## config.mk

```make
export PLATFORM = sky130hd
export DESIGN_NAME = aij_result_ctl
export DESIGN_NICKNAME = d
export VERILOG_FILES = /design/src/hdl/aij_pkg.sv /design/src/hdl/aij_conv_if.sv /design/src/hdl/aij_conv_timer.sv /design/src/hdl/aij_result_ctl.sv
export VERILOG_INCLUDE_DIRS = /design/src /design/src/hdl
export SDC_FILE = /design/constraint.sdc
export NUM_CORES = 1
export LEC_CHECK = 0
export BUFFER_PORTS_ARGS = -buffer_cell sky130_fd_sc_hd__buf_2
export CAP_MARGIN = 20
export CORE_MARGIN = 5
export CORE_UTILIZATION = 37
export DETAILED_ROUTE_END_ITERATION = 10
export PLACE_DENSITY = 0.63
export SYNTH_ARGS = -nofsm -noshare
export SYNTH_HDL_FRONTEND = slang
export SYNTH_SLANG_ARGS = --single-unit
```

## constraint.sdc

```tcl
create_clock -name mclk -period 5.3 [get_ports mclk]
set_input_delay 1.06 -clock mclk [delete_from_list [all_inputs] [get_ports mclk]]
set_output_delay 1.06 -clock mclk [all_outputs]
set_load 0.03 [all_outputs]
```

## src/hdl/aij_consts.svh

```systemverilog
`ifndef AIJ_CONSTS_SVH
`define AIJ_CONSTS_SVH

// Register word offsets
`define AIJ_OFF_CTRL      4'h0
`define AIJ_OFF_STD_RES   4'h1
`define AIJ_OFF_ALT_RES   4'h2
`define AIJ_OFF_STATUS    4'h3
`define AIJ_OFF_IRQ_STAT  4'h4
`define AIJ_OFF_IRQ_EN    4'h5
`define AIJ_OFF_IRQ_CLR   4'h6
`define AIJ_OFF_STATE     4'h7

// Control fields
`define AIJ_CTRL_WAIT_RD  0
`define AIJ_CTRL_INJ_EN   1
`define AIJ_CTRL_RESET    16'h0000

// Interrupt status fields
`define AIJ_IRQ_INJ_DONE  0
`define AIJ_IRQ_STD_DONE  1
`define AIJ_IRQ_STALL     2
`define AIJ_IRQ_BITS      3

// Converter timing: 10 us per conversion at 50 ns per cycle
`define AIJ_CONV_TIME_NS  10000
`define AIJ_CLK_PERIOD_NS 50
`define AIJ_CONV_CYCLES   (`AIJ_CONV_TIME_NS / `AIJ_CLK_PERIOD_NS)

`endif

```

## src/hdl/aij_pkg.sv

```systemverilog
package aij_pkg;
    typedef enum logic [1:0] {
        AIJ_IDLE = 2'b00,
        AIJ_CONV = 2'b01,
        AIJ_DONE = 2'b11,
        AIJ_WAIT = 2'b10
    } aij_state_e;

    typedef logic [15:0] aij_word_t;
endpackage

```

## src/hdl/aij_conv_if.sv

```systemverilog
`timescale 1ns/1ns
interface aij_conv_if;
    logic             start;
    logic             inj;
    logic             busy;
    logic             done;
    logic             done_inj;
    aij_pkg::aij_word_t data;

    modport ctl (output start, output inj, input busy, input done, input done_inj, input data);
    modport core(input start, input inj, output busy, output done, output done_inj, output data);
endinterface

```

## src/hdl/aij_conv_timer.sv

```systemverilog
`timescale 1ns/1ns
`include "aij_consts.svh"
module aij_conv_timer #(
    parameter int CONV_CYCLES = `AIJ_CONV_CYCLES
) (
    // Clock and reset
    input  wire logic  mclk,
    input  wire logic  arst_n,
    // Sample from the analog side
    input  wire logic [15:0] sample,
    // Towards the controller
    aij_conv_if.core   cv
);
    localparam int CW = $clog2(CONV_CYCLES + 1);

    // Elaboration refuses a converter that could never finish
    if (CONV_CYCLES < 1) begin : g_bad_cycles
        $error("CONV_CYCLES must be at least one");
    end

    logic [CW-1:0]      cnt_r;
    logic               busy_r;
    logic               inj_r;
    logic               done_r;
    aij_pkg::aij_word_t data_r;

    always_ff @(posedge mclk or negedge arst_n) begin
        if (!arst_n) begin
            cnt_r  <= '0;
            busy_r <= 1'b0;
            inj_r  <= 1'b0;
            done_r <= 1'b0;
            data_r <= 16'h0000;
        end else begin
            done_r <= 1'b0;
            if (!busy_r && cv.start) begin
                busy_r <= 1'b1;
                inj_r  <= cv.inj;
                cnt_r  <= CW'(CONV_CYCLES - 1);
            end else if (busy_r) begin
                if (cnt_r == '0) begin
                    busy_r <= 1'b0;
                    done_r <= 1'b1;
                    data_r <= sample;
                end else begin
                    cnt_r <= cnt_r - 1'b1;
                end
            end
        end
    end

    assign cv.busy     = busy_r;
    assign cv.done     = done_r;
    assign cv.done_inj = inj_r;
    assign cv.data     = data_r;
endmodule

```

## src/hdl/aij_result_ctl.sv

```systemverilog
`timescale 1ns/1ns
`include "aij_consts.svh"
// Notes on behaviour
// - Injection converts one channel, mode unchanged
// - Injected result to alternate register, flag set
// - Full holding register suspends next conversion
// - Injection while unread, with wait-for-read set, stays in holding register
// - Alternate read moves held value, raises request
// - Capture/compare trigger channel starts injection
// - Stalled: no further conversions
// - Toggling wait-for-read releases stall
module aij_result_ctl #(
    parameter int CONV_CYCLES = `AIJ_CONV_CYCLES
) (
    // Clock and reset
    input  wire logic        mclk,
    input  wire logic        arst_n,
    // Register port
    input  wire logic [3:0]  addr,
    input  wire logic [15:0] wdata,
    input  wire logic        wr,
    input  wire logic        rd,
    output logic      [15:0] rdata,
    // Converter side
    input  wire logic [15:0] sample,
    input  wire logic        capcom_trigger_channel,
    input  wire logic        std_req,
    // Results and requests
    output logic             injection_done_irq,
    output logic             irq
);
    aij_conv_if cv();

    aij_conv_timer #(.CONV_CYCLES(CONV_CYCLES)) u_timer (
        .mclk  (mclk),
        .arst_n(arst_n),
        .sample(sample),
        .cv    (cv)
    );

    ////////////////////////////////////////////////////////////////////////
    // Trigger synchroniser: the pin is outside the clock domain
    logic [2:0] trg_sync_r;
    logic       trg_lvl_r;
    logic       trg_pend_r;
    logic       std_pend_r;
    logic       trg_rise;

    always_ff @(posedge mclk or negedge arst_n) begin
        if (!arst_n) begin
            trg_sync_r <= 3'b000;
            trg_lvl_r  <= 1'b0;
        end else begin
            trg_sync_r <= {trg_sync_r[1:0], capcom_trigger_channel};
            if (trg_sync_r[1] == trg_sync_r[2])
                trg_lvl_r <= trg_sync_r[2];
        end
    end

    assign trg_rise = (trg_sync_r[1] == trg_sync_r[2]) && trg_sync_r[2] && !trg_lvl_r;

    ////////////////////////////////////////////////////////////////////////
    // Registers
    logic [15:0]                   ctrl_r;
    aij_pkg::aij_word_t            std_res_r;
    aij_pkg::aij_word_t            alt_res_r;
    aij_pkg::aij_word_t            hold_r;
    logic                          hold_full_r;
    logic                          hold_inj_r;
    logic                          alt_unread_r;
    logic                          stall_r;
    logic                          wait_en_q_r;
    logic [`AIJ_IRQ_BITS-1:0]      irq_stat_r;
    logic [`AIJ_IRQ_BITS-1:0]      irq_en_r;
    aij_pkg::aij_state_e           state_r;

    function automatic logic hit(input logic [3:0] a, input logic [3:0] off);
        return a == off;
    endfunction

    logic wait_en;
    logic alt_rd;
    logic toggle_release;

    assign wait_en        = ctrl_r[`AIJ_CTRL_WAIT_RD];
    assign alt_rd         = rd && hit(addr, `AIJ_OFF_ALT_RES);
    assign toggle_release = wait_en && !wait_en_q_r;

    always_ff @(posedge mclk or negedge arst_n) begin
        if (!arst_n) begin
            ctrl_r      <= `AIJ_CTRL_RESET;
            irq_en_r    <= '0;
            wait_en_q_r <= 1'b0;
        end else begin
            wait_en_q_r <= wait_en;
            if (wr && hit(addr, `AIJ_OFF_CTRL))
                ctrl_r <= wdata;
            if (wr && hit(addr, `AIJ_OFF_IRQ_EN))
                irq_en_r <= wdata[`AIJ_IRQ_BITS-1:0];
        end
    end

    ////////////////////////////////////////////////////////////////////////
    // Pending requests, held until the converter can take them
    always_ff @(posedge mclk or negedge arst_n) begin
        if (!arst_n) begin
            trg_pend_r <= 1'b0;
            std_pend_r <= 1'b0;
        end else begin
            if (trg_rise && ctrl_r[`AIJ_CTRL_INJ_EN])
                trg_pend_r <= 1'b1;
            else if (cv.start && cv.inj)
                trg_pend_r <= 1'b0;
            if (std_req)
                std_pend_r <= 1'b1;
            else if (cv.start && !cv.inj)
                std_pend_r <= 1'b0;
        end
    end

    // Injection wins arbitration but leaves the standard request pending
    logic can_start;
    assign can_start = (state_r == aij_pkg::AIJ_IDLE) && !hold_full_r && !stall_r;
    assign cv.start  = can_start && (trg_pend_r || std_pend_r);
    assign cv.inj    = trg_pend_r;

    ////////////////////////////////////////////////////////////////////////
    // Sequencer
    always_ff @(posedge mclk or negedge arst_n) begin
        if (!arst_n) begin
            state_r <= aij_pkg::AIJ_IDLE;
        end else begin
            case (state_r)
                aij_pkg::AIJ_IDLE: if (cv.start) state_r <= aij_pkg::AIJ_CONV;
                aij_pkg::AIJ_CONV: if (cv.done)  state_r <= aij_pkg::AIJ_DONE;
                aij_pkg::AIJ_DONE: state_r <= hold_full_r ? aij_pkg::AIJ_WAIT
                                                          : aij_pkg::AIJ_IDLE;
                aij_pkg::AIJ_WAIT: if (!hold_full_r) state_r <= aij_pkg::AIJ_IDLE;
                default:           state_r <= aij_pkg::AIJ_IDLE;
            endcase
        end
    end

    ////////////////////////////////////////////////////////////////////////
    // Result path
    logic inj_done_evt;
    logic std_done_evt;
    logic stall_evt;

    always_ff @(posedge mclk or negedge arst_n) begin
        if (!arst_n) begin
            std_res_r    <= 16'h0000;
            alt_res_r    <= 16'h0000;
            hold_r       <= 16'h0000;
            hold_full_r  <= 1'b0;
            hold_inj_r   <= 1'b0;
            alt_unread_r <= 1'b0;
            stall_r      <= 1'b0;
            inj_done_evt <= 1'b0;
            std_done_evt <= 1'b0;
            stall_evt    <= 1'b0;
        end else begin
            inj_done_evt <= 1'b0;
            std_done_evt <= 1'b0;
            stall_evt    <= 1'b0;
            if (toggle_release) begin
                stall_r     <= 1'b0;
                hold_full_r <= 1'b0;
            end else if (cv.done) begin
                if (cv.done_inj && wait_en && alt_unread_r) begin
                    hold_r      <= cv.data;
                    hold_inj_r  <= 1'b1;
                    hold_full_r <= 1'b1;
                end else if (cv.done_inj) begin
                    alt_res_r    <= cv.data;
                    alt_unread_r <= 1'b1;
                    inj_done_evt <= 1'b1;
                end else if (wait_en && alt_unread_r) begin
                    hold_r      <= cv.data;
                    hold_inj_r  <= 1'b0;
                    hold_full_r <= 1'b1;
                end else begin
                    std_res_r    <= cv.data;
                    std_done_evt <= 1'b1;
                end
            end else if (alt_rd) begin
                if (hold_full_r && !stall_r) begin
                    if (hold_inj_r) begin
                        alt_res_r    <= hold_r;
                        inj_done_evt <= 1'b1;
                    end else begin
                        std_res_r    <= hold_r;
                        std_done_evt <= 1'b1;
                        alt_unread_r <= 1'b0;
                    end
                    hold_full_r <= 1'b0;
                end else if (!hold_full_r) begin
                    alt_unread_r <= 1'b0;
                end
            end else if (hold_full_r && trg_pend_r && !stall_r) begin
                // New injection while full: no way out but the mode toggle
                stall_r   <= 1'b1;
                stall_evt <= 1'b1;
            end
        end
    end

    ////////////////////////////////////////////////////////////////////////
    // Interrupt status: set wins over clear
    logic [`AIJ_IRQ_BITS-1:0] irq_set;
    logic [`AIJ_IRQ_BITS-1:0] irq_clr;
    assign irq_set = {stall_evt, std_done_evt, inj_done_evt};
    assign irq_clr = (wr && hit(addr, `AIJ_OFF_IRQ_CLR)) ? wdata[`AIJ_IRQ_BITS-1:0] : '0;

    // Next enable, so the level never lags an enable write
    logic [`AIJ_IRQ_BITS-1:0] irq_en_nxt;
    assign irq_en_nxt = (wr && hit(addr, `AIJ_OFF_IRQ_EN)) ? wdata[`AIJ_IRQ_BITS-1:0]
                                                          : irq_en_r;

    always_ff @(posedge mclk or negedge arst_n) begin
        if (!arst_n) begin
            irq_stat_r         <= '0;
            injection_done_irq <= 1'b0;
            irq                <= 1'b0;
        end else begin
            irq_stat_r         <= (irq_stat_r & ~irq_clr) | irq_set;
            injection_done_irq <= inj_done_evt;
            irq                <= |(((irq_stat_r & ~irq_clr) | irq_set) & irq_en_nxt);
        end
    end

    ////////////////////////////////////////////////////////////////////////
    // Read data, one cycle after the strobe
    always_ff @(posedge mclk or negedge arst_n) begin
        if (!arst_n) begin
            rdata <= 16'h0000;
        end else if (rd) begin
            case (addr)
                `AIJ_OFF_CTRL:     rdata <= ctrl_r;
                `AIJ_OFF_STD_RES:  rdata <= std_res_r;
                `AIJ_OFF_ALT_RES:  rdata <= alt_res_r;
                `AIJ_OFF_STATUS:   rdata <= {12'h000, stall_r, hold_full_r,
                                             alt_unread_r, cv.busy};
                `AIJ_OFF_IRQ_STAT: rdata <= {13'h0000, irq_stat_r};
                `AIJ_OFF_IRQ_EN:   rdata <= {13'h0000, irq_en_r};
                `AIJ_OFF_STATE:    rdata <= {14'h0000, state_r};
                default:           rdata <= 16'h0000;
            endcase
        end else begin
            rdata <= 16'h0000;
        end
    end

    ////////////////////////////////////////////////////////////////////////
    // Checks
    property p_no_start_full;
        @(posedge mclk) disable iff (!arst_n) hold_full_r |-> !cv.start;
    endproperty
    a_no_start_full: assert property (p_no_start_full) else $error("start while full");

    property p_no_start_stall;
        @(posedge mclk) disable iff (!arst_n) stall_r |-> !cv.start;
    endproperty
    a_no_start_stall: assert property (p_no_start_stall) else $error("start while stalled");

    property p_inj_done;
        @(posedge mclk) disable iff (!arst_n)
            (cv.done && cv.done_inj && !alt_unread_r && !toggle_release)
            |=> (alt_res_r == $past(cv.data)) && alt_unread_r ##1 injection_done_irq;
    endproperty
    a_inj_done: assert property (p_inj_done) else $error("injected result lost");

    property p_move;
        @(posedge mclk) disable iff (!arst_n)
            (alt_rd && hold_full_r && hold_inj_r && !stall_r && !cv.done && !toggle_release)
            |=> !hold_full_r && alt_res_r == $past(hold_r) ##1 injection_done_irq;
    endproperty
    a_move: assert property (p_move) else $error("held value not moved");

    property p_hold;
        @(posedge mclk) disable iff (!arst_n)
            (cv.done && cv.done_inj && wait_en && alt_unread_r && !toggle_release)
            |=> hold_full_r && hold_r == $past(cv.data) && $stable(alt_res_r);
    endproperty
    a_hold: assert property (p_hold) else $error("injection not held");

    property p_stall;
        @(posedge mclk) disable iff (!arst_n)
            (hold_full_r && trg_pend_r && !toggle_release && !cv.done && !alt_rd) |=> stall_r;
    endproperty
    a_stall: assert property (p_stall) else $error("stall not entered");

    property p_release;
        @(posedge mclk) disable iff (!arst_n) toggle_release |=> !stall_r && !hold_full_r;
    endproperty
    a_release: assert property (p_release) else $error("stall not released");

    property p_trig;
        @(posedge mclk) disable iff (!arst_n)
            (trg_rise && ctrl_r[`AIJ_CTRL_INJ_EN]) |=> trg_pend_r;
    endproperty
    a_trig: assert property (p_trig) else $error("trigger missed");

    property p_irq;
        @(posedge mclk) disable iff (!arst_n) irq == |(irq_stat_r & irq_en_r);
    endproperty
    a_irq: assert property (p_irq) else $error("irq not raised");

    c_inj:   cover property (@(posedge mclk) cv.start && cv.inj);
    c_hold:  cover property (@(posedge mclk) $rose(hold_full_r));
    c_stall: cover property (@(posedge mclk) $rose(stall_r));
    c_move:  cover property (@(posedge mclk) alt_rd && hold_full_r && !stall_r);
endmodule

```

-- After elaboration in Yosys (flattened, before gate mapping)
Index checks and enable logic that the tools add are counted.
- add/sub/neg operators: 1
- multipliers: 0
- divide/modulo/power cells: 0
- magnitude comparators: 0
- eq/ne operators: 27
- shifts and indexed selects: 0
- muxes and demuxes: 78
- bitwise gates (word level): 6
- reduce and logical (&&, ||, !) cells: 50
- operator list (cell ; number):
    16-bit two-way mux ; 17
    16-bit one-hot mux with 7 select lines ; 1
    1-bit two-way mux ; 50
    8-bit two-way mux ; 3
    1-bit logical AND ; 20
    4-bit by 3-bit equality test with 1-bit output, second input constant ; 4
    2-bit nonzero test ; 8
    2-bit inequality test, second input constant ; 7
    6-bit AND reduction ; 2
    2-bit by 1-bit inequality test with 1-bit output, second input constant ; 5
    3-bit AND reduction ; 3
    4-bit by 2-bit equality test with 1-bit output, second input constant ; 2
    8-bit zero test ; 1
    2-bit two-way mux ; 4
    4-bit inequality test, second input constant ; 2
    2-bit one-hot mux with 4 select lines ; 1
    4-bit AND reduction ; 2
    8-bit by 1-bit subtractor with 8-bit output, second input constant ; 1
    7-bit AND reduction ; 1
    3-bit bitwise AND ; 2
    1-bit zero test ; 6
    3-bit two-way mux ; 2
    3-bit nonzero test ; 2
    2-bit equality test, second input constant ; 2
    13 further kinds ; 14
- bits in registers: 131
- bits in latches: 0
- memory bits (writable): 0
- bits in read-only memories: 0
- input port bits: 42
- output and inout bits: 18
- memories: 0

-- Depth between registers and ports, before layout
Gate-level depths: netlist of the first run.
- word-level depth: 8
- gate-level depth with buffers: 8

-- Cells and area by module
A second synthesis of the first run with hierarchy kept.
- cells, all modules: 438
- area, all modules: 5830.6 µm²
- modules (own cells, without submodules) (module ; instances ; cells an instance ; area each (µm²)):
    aij_result_ctl ; 1 ; 349 ; 4595.7
    aij_conv_timer ; 1 ; 89 ; 1234.9

-- Worst setup path before layout of the first run
Ideal clock, no wire load.
- kind: input -> register
- start: input addr[0]
- end: register std_res_r[0]
- library setup time: 121 ps
- arrival time: 2418 ps
- data required time: 5179 ps
- path slack: 2761 ps
- stages on the path: 7
- path buffers: 3
- cells stage by stage: buf_2 > nor4b_4 > nand4b_1 > and2_1 > buf_2 > buf_2 > o22a_1
- cells in the longest elaborated chain, start to end: 4
- RTL lines (what ; RTL line ; text):
    start: declaration ; aij_result_ctl.sv:19 ; input wire logic [3:0] addr,
    4-bit by 2-bit equality test with 1-bit output ; aij_result_ctl.sv:78 ; return a == off;
    1-bit logical AND ; aij_result_ctl.sv:86 ; assign alt_rd = rd && hit(addr, `AIJ_OFF_ALT_RES);
    2-bit nonzero test (no line) ; n/a ;
    7-bit AND reduction (no line) ; n/a ;
    end signal: assignment ; aij_result_ctl.sv:183 ; std_res_r <= cv.data;
    end signal: assignment ; aij_result_ctl.sv:192 ; std_res_r <= hold_r;
    end: declaration ; aij_result_ctl.sv:65 ; aij_pkg::aij_word_t std_res_r;
Every way passes these cells.
A chain may end at the register's enable or synchronous reset.

-- Worst setup path in the final report of the first run
- start: input addr[0]
- end: register std_res_r[5]
Same word-level chain as after synthesis.

==> impl_metrics.ini, run 1 <==
[sta]
setup_viol = 0
tns_ps = 0
fin_crit_sh = 0.5657
tightest_slew_ps = 959.4
fmax_mhz = 333.6
rsz0062_at_grt = false
fin_skew_ps = 7.356
hold_slack_ps = 352.8
final_max_slew_viol_count = 0
fin_crit_ps = 2998
hold_viol = 0
slew_headroom = 0.3577

[setup_path]
startpoint = addr[0]
critPathKind = input pin to flop
worstSetupStartpointType = input pin
r2r-start = u_timer.cv.done
r2r_slack_ps = 3150
cpPeakStageDelay_ps = 890
cp_cell_sequence = buf_2 > nor4b_4 > nand4b_1 > a21oi_2 > o22a_1
path_max_fanout = 17
cp_slowest_cell = nor4b_4
required_ps = 5640
endpoint_kind = flop
worstPathArrival_ps = 3340
worst_r2r_endpoint = hold_r[14]
worst_r2r_path_depth = 3

[cells_and_area]
drive_gt1_frac = 0.3072
insertedDiodeCount = 0
syn2layout_area_growth_pct = 18.72
nNetsFinal = 543

[min_path]
holdPathEnd = trg_sync_r[1]
min_path_cells = 0
hold_path_class = flop to flop
hp-start = trg_sync_r[0]

[global_routing]
grt_max_degree = 71
grt.total_usage = 0.1382
grt_pass1_wl_um = 19870
grt_pass1_vias = 3878
grt-ovfl-total = 0
antenna_found_initial = 0

[outcome]
run_status = finished clean

[synthesis]
yosysSeqAreaShare = 0.5852
synth_area_um2 = 5602
ys.flop_type = dfrtp_1
ys_types = 57
yosysWarnings = 0
async_reset_ff_frac = 1.000
syn_nets = 488
synthCells = 443
synth_edf_count = 0
syn_area_per_cell_um2 = 12.64
synth.ff_latch_count = 131

[cts]
cts_buffers = 17
cts_tree = built
cts.sink_count = 131
cts_setup_buffers = 0
h-tree-depth = 4
clkTransAtPathRegs_ps = 60
cts_hold_buf = 0
cts_root_buffer = clkbuf_16
ctsLongestPathBuffers = 2
cts_resized = 0
insertion_delay_ps = 410

[routing]
dr_wl_met2_um = 5443
vias_per_cell = 5.326
dr.pass1.iters = 5
ant_nets = 0
route.met3.wl_um = 588
num_vias = 3723
top_layer = met4
drtIter0Drc = 415
routed_wl_um = 11580
wl_met1_um = 5396
detail_route.wl_per_cell_um = 16.56
drc = 0

[place]
dpl.hpwl_um = 8063
finalWeightedCongestion = 0.8298
port_buffers = 59

[die]
die_h_um = 133.0
die_w_um = 133.0
initial_utilization = 0.3726
pin_count = 60
fp.coreArea_um2 = 15030
num_rows = 45
dieArea_um2 = 17700

[pwr]
leakage_uw = 0.003078
pwr_density_cell_nw_per_um2 = 462.0
ir_drop_mv = 0.1861
finalPower_uw = 3072

[run]
cap_violations = 0
## through the flow
step	instances	util	cell area, um^2	worst slack [ps]
2_1_floorplan	443	-	5602	2761
3_3_place_gp	667	0.4012	6032	1996
3_5_place_dp	667	0.4012	6032	1889
4_1_cts	699	0.4424	6650	2308
5_1_grt	699	0.4424	6650	2111
6_report	699	0.4424	6650	2302
## flip-flops by register name (all words and copies together), names as in the netlist, 2 cells and up
register         cells
rdata               16
irq_en_r             3
std_res_r           16
hold_r              16
alt_res_r           16
state_r              2
u_timer.cv.data     16
u_timer.cnt_r        8
ctrl_r              16
irq_stat_r           3
trg_sync_r           3
## per-layer routing
metal,vias up,GRT usage
met2,98,0.2139
li1,1752,-
met3,12,0.03612
met5,-,0
met4,0,0.04965
met1,1861,0.1879
## worst max-delay path: cells and delay by family
| kind | cells | cell delay, ps |
|---|---|---|
| AND/OR/NAND/NOR | 2 | 1140 |
| AO/OA/AOI/OAI | 2 | 920 |
| buffers and inverters | 1 | 200 |
## cells in the final DEF, fill, tap and decap left out, types with 6 or more instances in the layout
| cell | n |
|---|---|
| o22a_1 | 32 |
| nor2_1 | 25 |
| clkbuf_16 | 17 |
| mux2i_1 | 19 |
| inv_1 | 13 |
| dfrtp_1 | 131 |
| buf_2 | 58 |
| buf_4 | 6 |
| a222oi_1 | 12 |
| nand2_1 | 31 |
| mux2_2 | 50 |
| a21oi_1 | 10 |
| o21ai_0 | 7 |
| nand3b_1 | 6 |
## logic make-up (layout without fill, tap and decap cells)
| family | Yosys count | in the layout | share of synthesized area |
|---|---|---|---|
| XOR/XNOR | 6 | 6 | 0.009381 |
| buffers and inverters | 41 | 109 | 0.03484 |
| AND/OR/NAND/NOR | 105 | 105 | 0.1012 |
| flip-flops | 131 | 131 | 0.5852 |
| multiplexers | 71 | 71 | 0.1412 |
| AO/OA/AOI/OAI | 86 | 86 | 0.1215 |
| adder cells (fa/ha/maj) | 3 | 3 | 0.006702 |
## synth_stat cells (all sizes together), types with 5 or more instances
master,number,area share
dfrtp,131,0.59
mux2,51,0.10
nand2,32,0.022
o22a,32,0.050
nor2,25,0.017
mux2i,19,0.034
buf,15,0.017
clkbuf,13,0.0087
inv,13,0.0087
a21oi,12,0.012
a222oi,12,0.021
o21ai,8,0.0071
nand3b,6,0.0080
nand4,5,0.0056
nor2b,5,0.0056
nor3,5,0.0045
xor2,5,0.0078
## power by group
group | internal (uW) | switching (uW)
logic | 249 | 219
registers | 1230 | 181
clock network | 758 | 437
## final cells by class
type	instances	area (um^2)
tap	188	235.2
multi-input combinational	271	2135
clock buffer	18	439.2
fill	1365	8383
inverter	13	48.80
sequential	131	3278
timing repair buffer	64	335.3
clock inverter	14	178.9
## how the worst max path moves through the flow
| stage | to | depth (start not counted) |
|---|---|---|
| finish | std_res_r[5] | 5 |
| global route | alt_res_r[7] | 5 |
| CTS | std_res_r[5] | 5 |
| detailed placement | std_res_r[5] | 5 |
| global placement | alt_res_r[9] | 5 |
| floorplan | std_res_r[0] | 7 |
(Power assumes the default switching activity.)
==> run 2, diff against run 1 <==
Clock period 5.3 ns to 3.1 ns, I/O delays scaled along.
==> impl_metrics.ini, run 2 (synthesis results as in run 1) <==
[run]
cap_violations = 0

[place]
dp_cells = 669
finalWeightedCongestion = 0.8201
port_buffers = 59
dpl.hpwl_um = 8005
place_area_um2 = 6060

[cts]
insertion_delay_ps = 410
cts.sink_count = 131
cts_hold_buf = 0
ctsLongestPathBuffers = 2
clkTransAtPathRegs_ps = 60
cts_buffers = 17
cts_setup_buffers = 0
cts_root_buffer = clkbuf_16
cts_tree = built
cts_resized = 0
h-tree-depth = 4

[setup_path]
worstSetupStartpointType = flop
cpPeakStageDelay_ps = 510
cp_num_buf_inv = 1
path_max_fanout = 17
endpoint_kind = flop
cp_slowest_cell = or3b_2
critPathKind = flop to flop
cp_top_family = simple AND/OR/NAND/NOR gates
r2r_slack_ps = 1000
cp_cell_sequence = inv_1 > ha_1 > or3b_2 > nor2_1 > nand2_2 > mux2_2
worstPathArrival_ps = 2390
required_ps = 3390

[routing]
drtIter0Drc = 409
ant_nets = 0
vias_per_cell = 5.355
detail_route.wl_per_cell_um = 16.76
drc = 0
routed_wl_um = 11750
num_vias = 3754
dr.pass1.iters = 6

[sta]
fin_crit_sh = 0.6784
final_max_slew_viol_count = 0
fin_crit_ps = 2103
tightest_slew_ps = 807.6
hold_viol = 0
setup_viol = 0
rsz0062_at_grt = false
fin_skew_ps = 8.021
tns_ps = 0
slew_headroom = 0.4616
fmax_mhz = 475.5

[cells_and_area]
final_cell_mix = dfrtp_1 (131), buf_2 (58), mux2_2 (50)
instances_no_fill = 701
final_common_cell = dfrtp_1
final_area_um2 = 6689
insertedDiodeCount = 0
nNetsFinal = 545
nFillCells = 1338
syn2layout_area_growth_pct = 19.41
drive_gt1_frac = 0.3041

[global_routing]
antenna_found_initial = 0
grt.total_usage = 0.1391
grt_pass1_vias = 3803
grt_pass1_wl_um = 19760
grt-ovfl-total = 0
grt_max_degree = 86

[die]
dieArea_um2 = 17700
die_w_um = 133.0
initial_utilization = 0.3726
pin_count = 60
num_rows = 45
die_h_um = 133.0
fp.coreArea_um2 = 15030

[pwr]
pwr_density_cell_nw_per_um2 = 794.0
ir_drop_mv = 0.3335
leakage_uw = 0.003106
finalPower_uw = 5311

[min_path]
hold_path_class = input pin to async pin

[outcome]
run_status = finished clean
-- run 2: final timing paths --
check / start / endpoint / cells past startpoint
setup / recovery: u_timer.cnt_r[0] / u_timer.cv.data[11] / 6
hold / removal: arst_n / u_timer.cnt_r[3] / 1
setup reg to reg: u_timer.cnt_r[0] / u_timer.cv.data[11] / 6
hold reg to reg: trg_sync_r[0] / trg_sync_r[1] / 0
max in group asynchronous: arst_n / ctrl_r[9] / 2
min in group mclk: capcom_trigger_channel / trg_sync_r[0] / 1
-- run 2: worst reg2reg max path, cell delays in order, from the launching register on --
cell     delay (ps)
dfrtp_1         400
inv_1           120
ha_1            150
or3b_2          510
nor2_1          160
nand2_2         270
mux2_2          370
-- run 2: layer usage --
| metal | vias to the layer above | routed length, um | global-route usage |
|---|---|---|---|
| met5 | - | 0 | 0 |
| met4 | 0 | 251 | 0.05774 |
| met3 | 18 | 695 | 0.04106 |
| met2 | 137 | 5517 | 0.2091 |
| met1 | 1861 | 5281 | 0.1880 |
| li1 | 1738 | - | - |
-- run 2: per-stage QoR --
| stage | setup slack, ps | hold slack (ps) | util |
|---|---|---|---|
| floorplan | 1001 | 324.4 | - |
| global placement | 738.2 | 333.2 | 0.4031 |
| detailed placement | 679.1 | 335.5 | 0.4031 |
| CTS | 992.9 | 233.9 | 0.4449 |
| global route | 891.9 | 265.4 | 0.4449 |
| finish | 997.0 | 210.6 | 0.4449 |
-- run 2: report_power, final --
group	internal [uW]	leakage, uW	switching, uW
Combinational	427	0.00111	377
Sequential	2100	0.00169	311
Clock	1410	0.000307	689
-- run 2: layout make-up --
| class | count | area [um^2] | share of cell area |
|---|---|---|---|
| repair buffers | 66 | 362.8 | 0.05425 |
| flip-flops and latches | 131 | 3278 | 0.4901 |
| inverters | 13 | 48.80 | 0.007295 |
| well taps | 188 | 235.2 | 0.03517 |
| clock inverters | 9 | 151.4 | 0.02263 |
| multi-input cells | 271 | 2135 | 0.3191 |
| clock buffers | 23 | 478.0 | 0.07146 |
==> run 3, diff against run 2 <==
Clock period 3.1 ns to 2.07 ns, I/O delays scaled along.
==> impl_metrics.ini, run 3 (synthesis results as in run 1) <==
[outcome]
run_status = finished clean

[routing]
drc = 0
routed_wl_um = 11910
vias_per_cell = 5.277
num_vias = 3757
ant_nets = 0
dr.pass1.iters = 5
detail_route.wl_per_cell_um = 16.72
drtIter0Drc = 327

[die]
die_w_um = 133.0
num_rows = 45
dieArea_um2 = 17700
initial_utilization = 0.3726
die_h_um = 133.0
fp.coreArea_um2 = 15030
pin_count = 60

[sta]
hold_slack_ps = 102.6
setup_viol = 0
tightest_slew_ps = 684.2
final_max_slew_viol_count = 0
fin_skew_ps = 4.786
fin_crit_sh = 0.9404
fin_crit_ps = 1947
rsz0062_at_grt = false
hold_viol = 0
tns_ps = 0
slew_headroom = 0.5438
fmax_mhz = 513.7

[place]
finalWeightedCongestion = 0.7922
dpl.hpwl_um = 8310
port_buffers = 59

[global_routing]
grt-ovfl-total = 0
grt_pass1_wl_um = 20310
grt_pass1_vias = 3981
grt_max_degree = 46
grt.total_usage = 0.1424
antenna_found_initial = 1

[pwr]
seq_power_share = 0.448
clkPwrFrac = 0.399
pwr_density_cell_nw_per_um2 = 1178
switching_share = 0.2652
p_switching_uw = 2140
p_int_uw = 5929
p_comb_frac = 0.153
leakage_uw = 0.003178
finalPower_uw = 8069
ir_drop_mv = 0.6589

[cts]
insertion_delay_ps = 410
cts.sink_count = 131
cts_buffers = 17
cts_setup_buffers = 0
cts_tree = built
h-tree-depth = 4
cts_root_buffer = clkbuf_16
clkTransAtPathRegs_ps = 60
ctsLongestPathBuffers = 2

[cells_and_area]
nFillCells = 1334
syn2layout_area_growth_pct = 22.27
final_cell_mix = dfrtp_1 (131), buf_2 (58), mux2_2 (50)
insertedDiodeCount = 0
nNetsFinal = 557
final_common_cell = dfrtp_1
drive_gt1_frac = 0.3244

[setup_path]
path_max_fanout = 17
worstPathArrival_ps = 2240
required_ps = 2370
worstSetupStartpointType = flop
critPathKind = flop to flop
endpoint_kind = flop

[run]
cap_violations = 0

[min_path]
hold_path_class = input pin to flop
[run 3: cell count changes in the layout (fill, tap and decap cells not counted)]
cell and change:
bufinv_16 +1, o21ai_1 -1, nand2_4 +1, clkbuf_1 -3, buf_12 +4, nand2_2 -1
buf_4 +7, dlygate4sd3_1 +1, clkbuf_8 -3, o21ai_2 +1, clkinv_4 +1, clkinvlp_4 +3
[run 3: area by class of cell]
cell class                      instances  area (um^2)  area share
Sequential cell                       131         3278      0.4786
Tap cell                              188        235.2     0.03434
Multi-Input combinational cell        271         2143      0.3129
Clock inverter                         14        212.7     0.03106
Clock buffer                           17        425.4     0.06211
Timing Repair Buffer                   78        505.5     0.07380
Inverter                               13        48.80    0.007125
[run 3: path summary, 6_finish.rpt]
path                                        to  slack (ps)  cells after the start              startpoint
max                        u_timer.cv.data[11]         120                      6        u_timer.cnt_r[0]
min                              trg_sync_r[0]         100                      1  capcom_trigger_channel
max reg2reg                u_timer.cv.data[11]         120                      6        u_timer.cnt_r[0]
min reg2reg                      trg_sync_r[1]         370                      0           trg_sync_r[0]
max in group asynchronous           ctrl_r[12]         970                      3                  arst_n
min in group asynchronous               cv.inj         470                      2                  arst_n
[run 3: routing by layer]
| metal | GRT usage | routed length (um) | share of wire |
|---|---|---|---|
| met5 | 0 | 13 | 0.0011 |
| met4 | 0.04850 | 164 | 0.014 |
| met3 | 0.04601 | 679 | 0.057 |
| met2 | 0.2198 | 5528 | 0.46 |
| met1 | 0.1897 | 5522 | 0.46 |
[run 3: critical path, cell delays in order, from the launching register on]
cell and delay (ps):
dfrtp_1 400, inv_1 130, ha_1 160, or3b_2 450, nor2_1 190, nand2_4 170
mux2_2 320
[run 3: stage by stage]
step	worst slack [ps]	instances	cell area (um^2)	util
after floorplan	83.58	443	5602	-
after global placement	142.0	680	6192	0.4119
after detailed placement	10.31	680	6192	0.4119
after CTS	65.55	712	6844	0.4553
after global routing	5.577	712	6849	0.4556
final	123.4	712	6849	0.4556
[run 3: power by group through the flow]
stage | clock network (uW) | registers, uW | logic, uW
5_1_grt | 3380 | 3700 | 1400
3_3_place_gp | 0 | 3620 | 1180
2_1_floorplan | 0 | 3500 | 962
3_5_place_dp | 0 | 3650 | 1250
6_report | 3220 | 3620 | 1230
4_1_cts | 3260 | 3610 | 1260
[run 3: what timing repair did]
item	CTS	global route
cloned	0	0
hold buffers	1	0
pin swaps	0	0
endpoints found under the hold margin	26	0
endpoints found under the setup margin	1	16
gates resized for setup	1	1
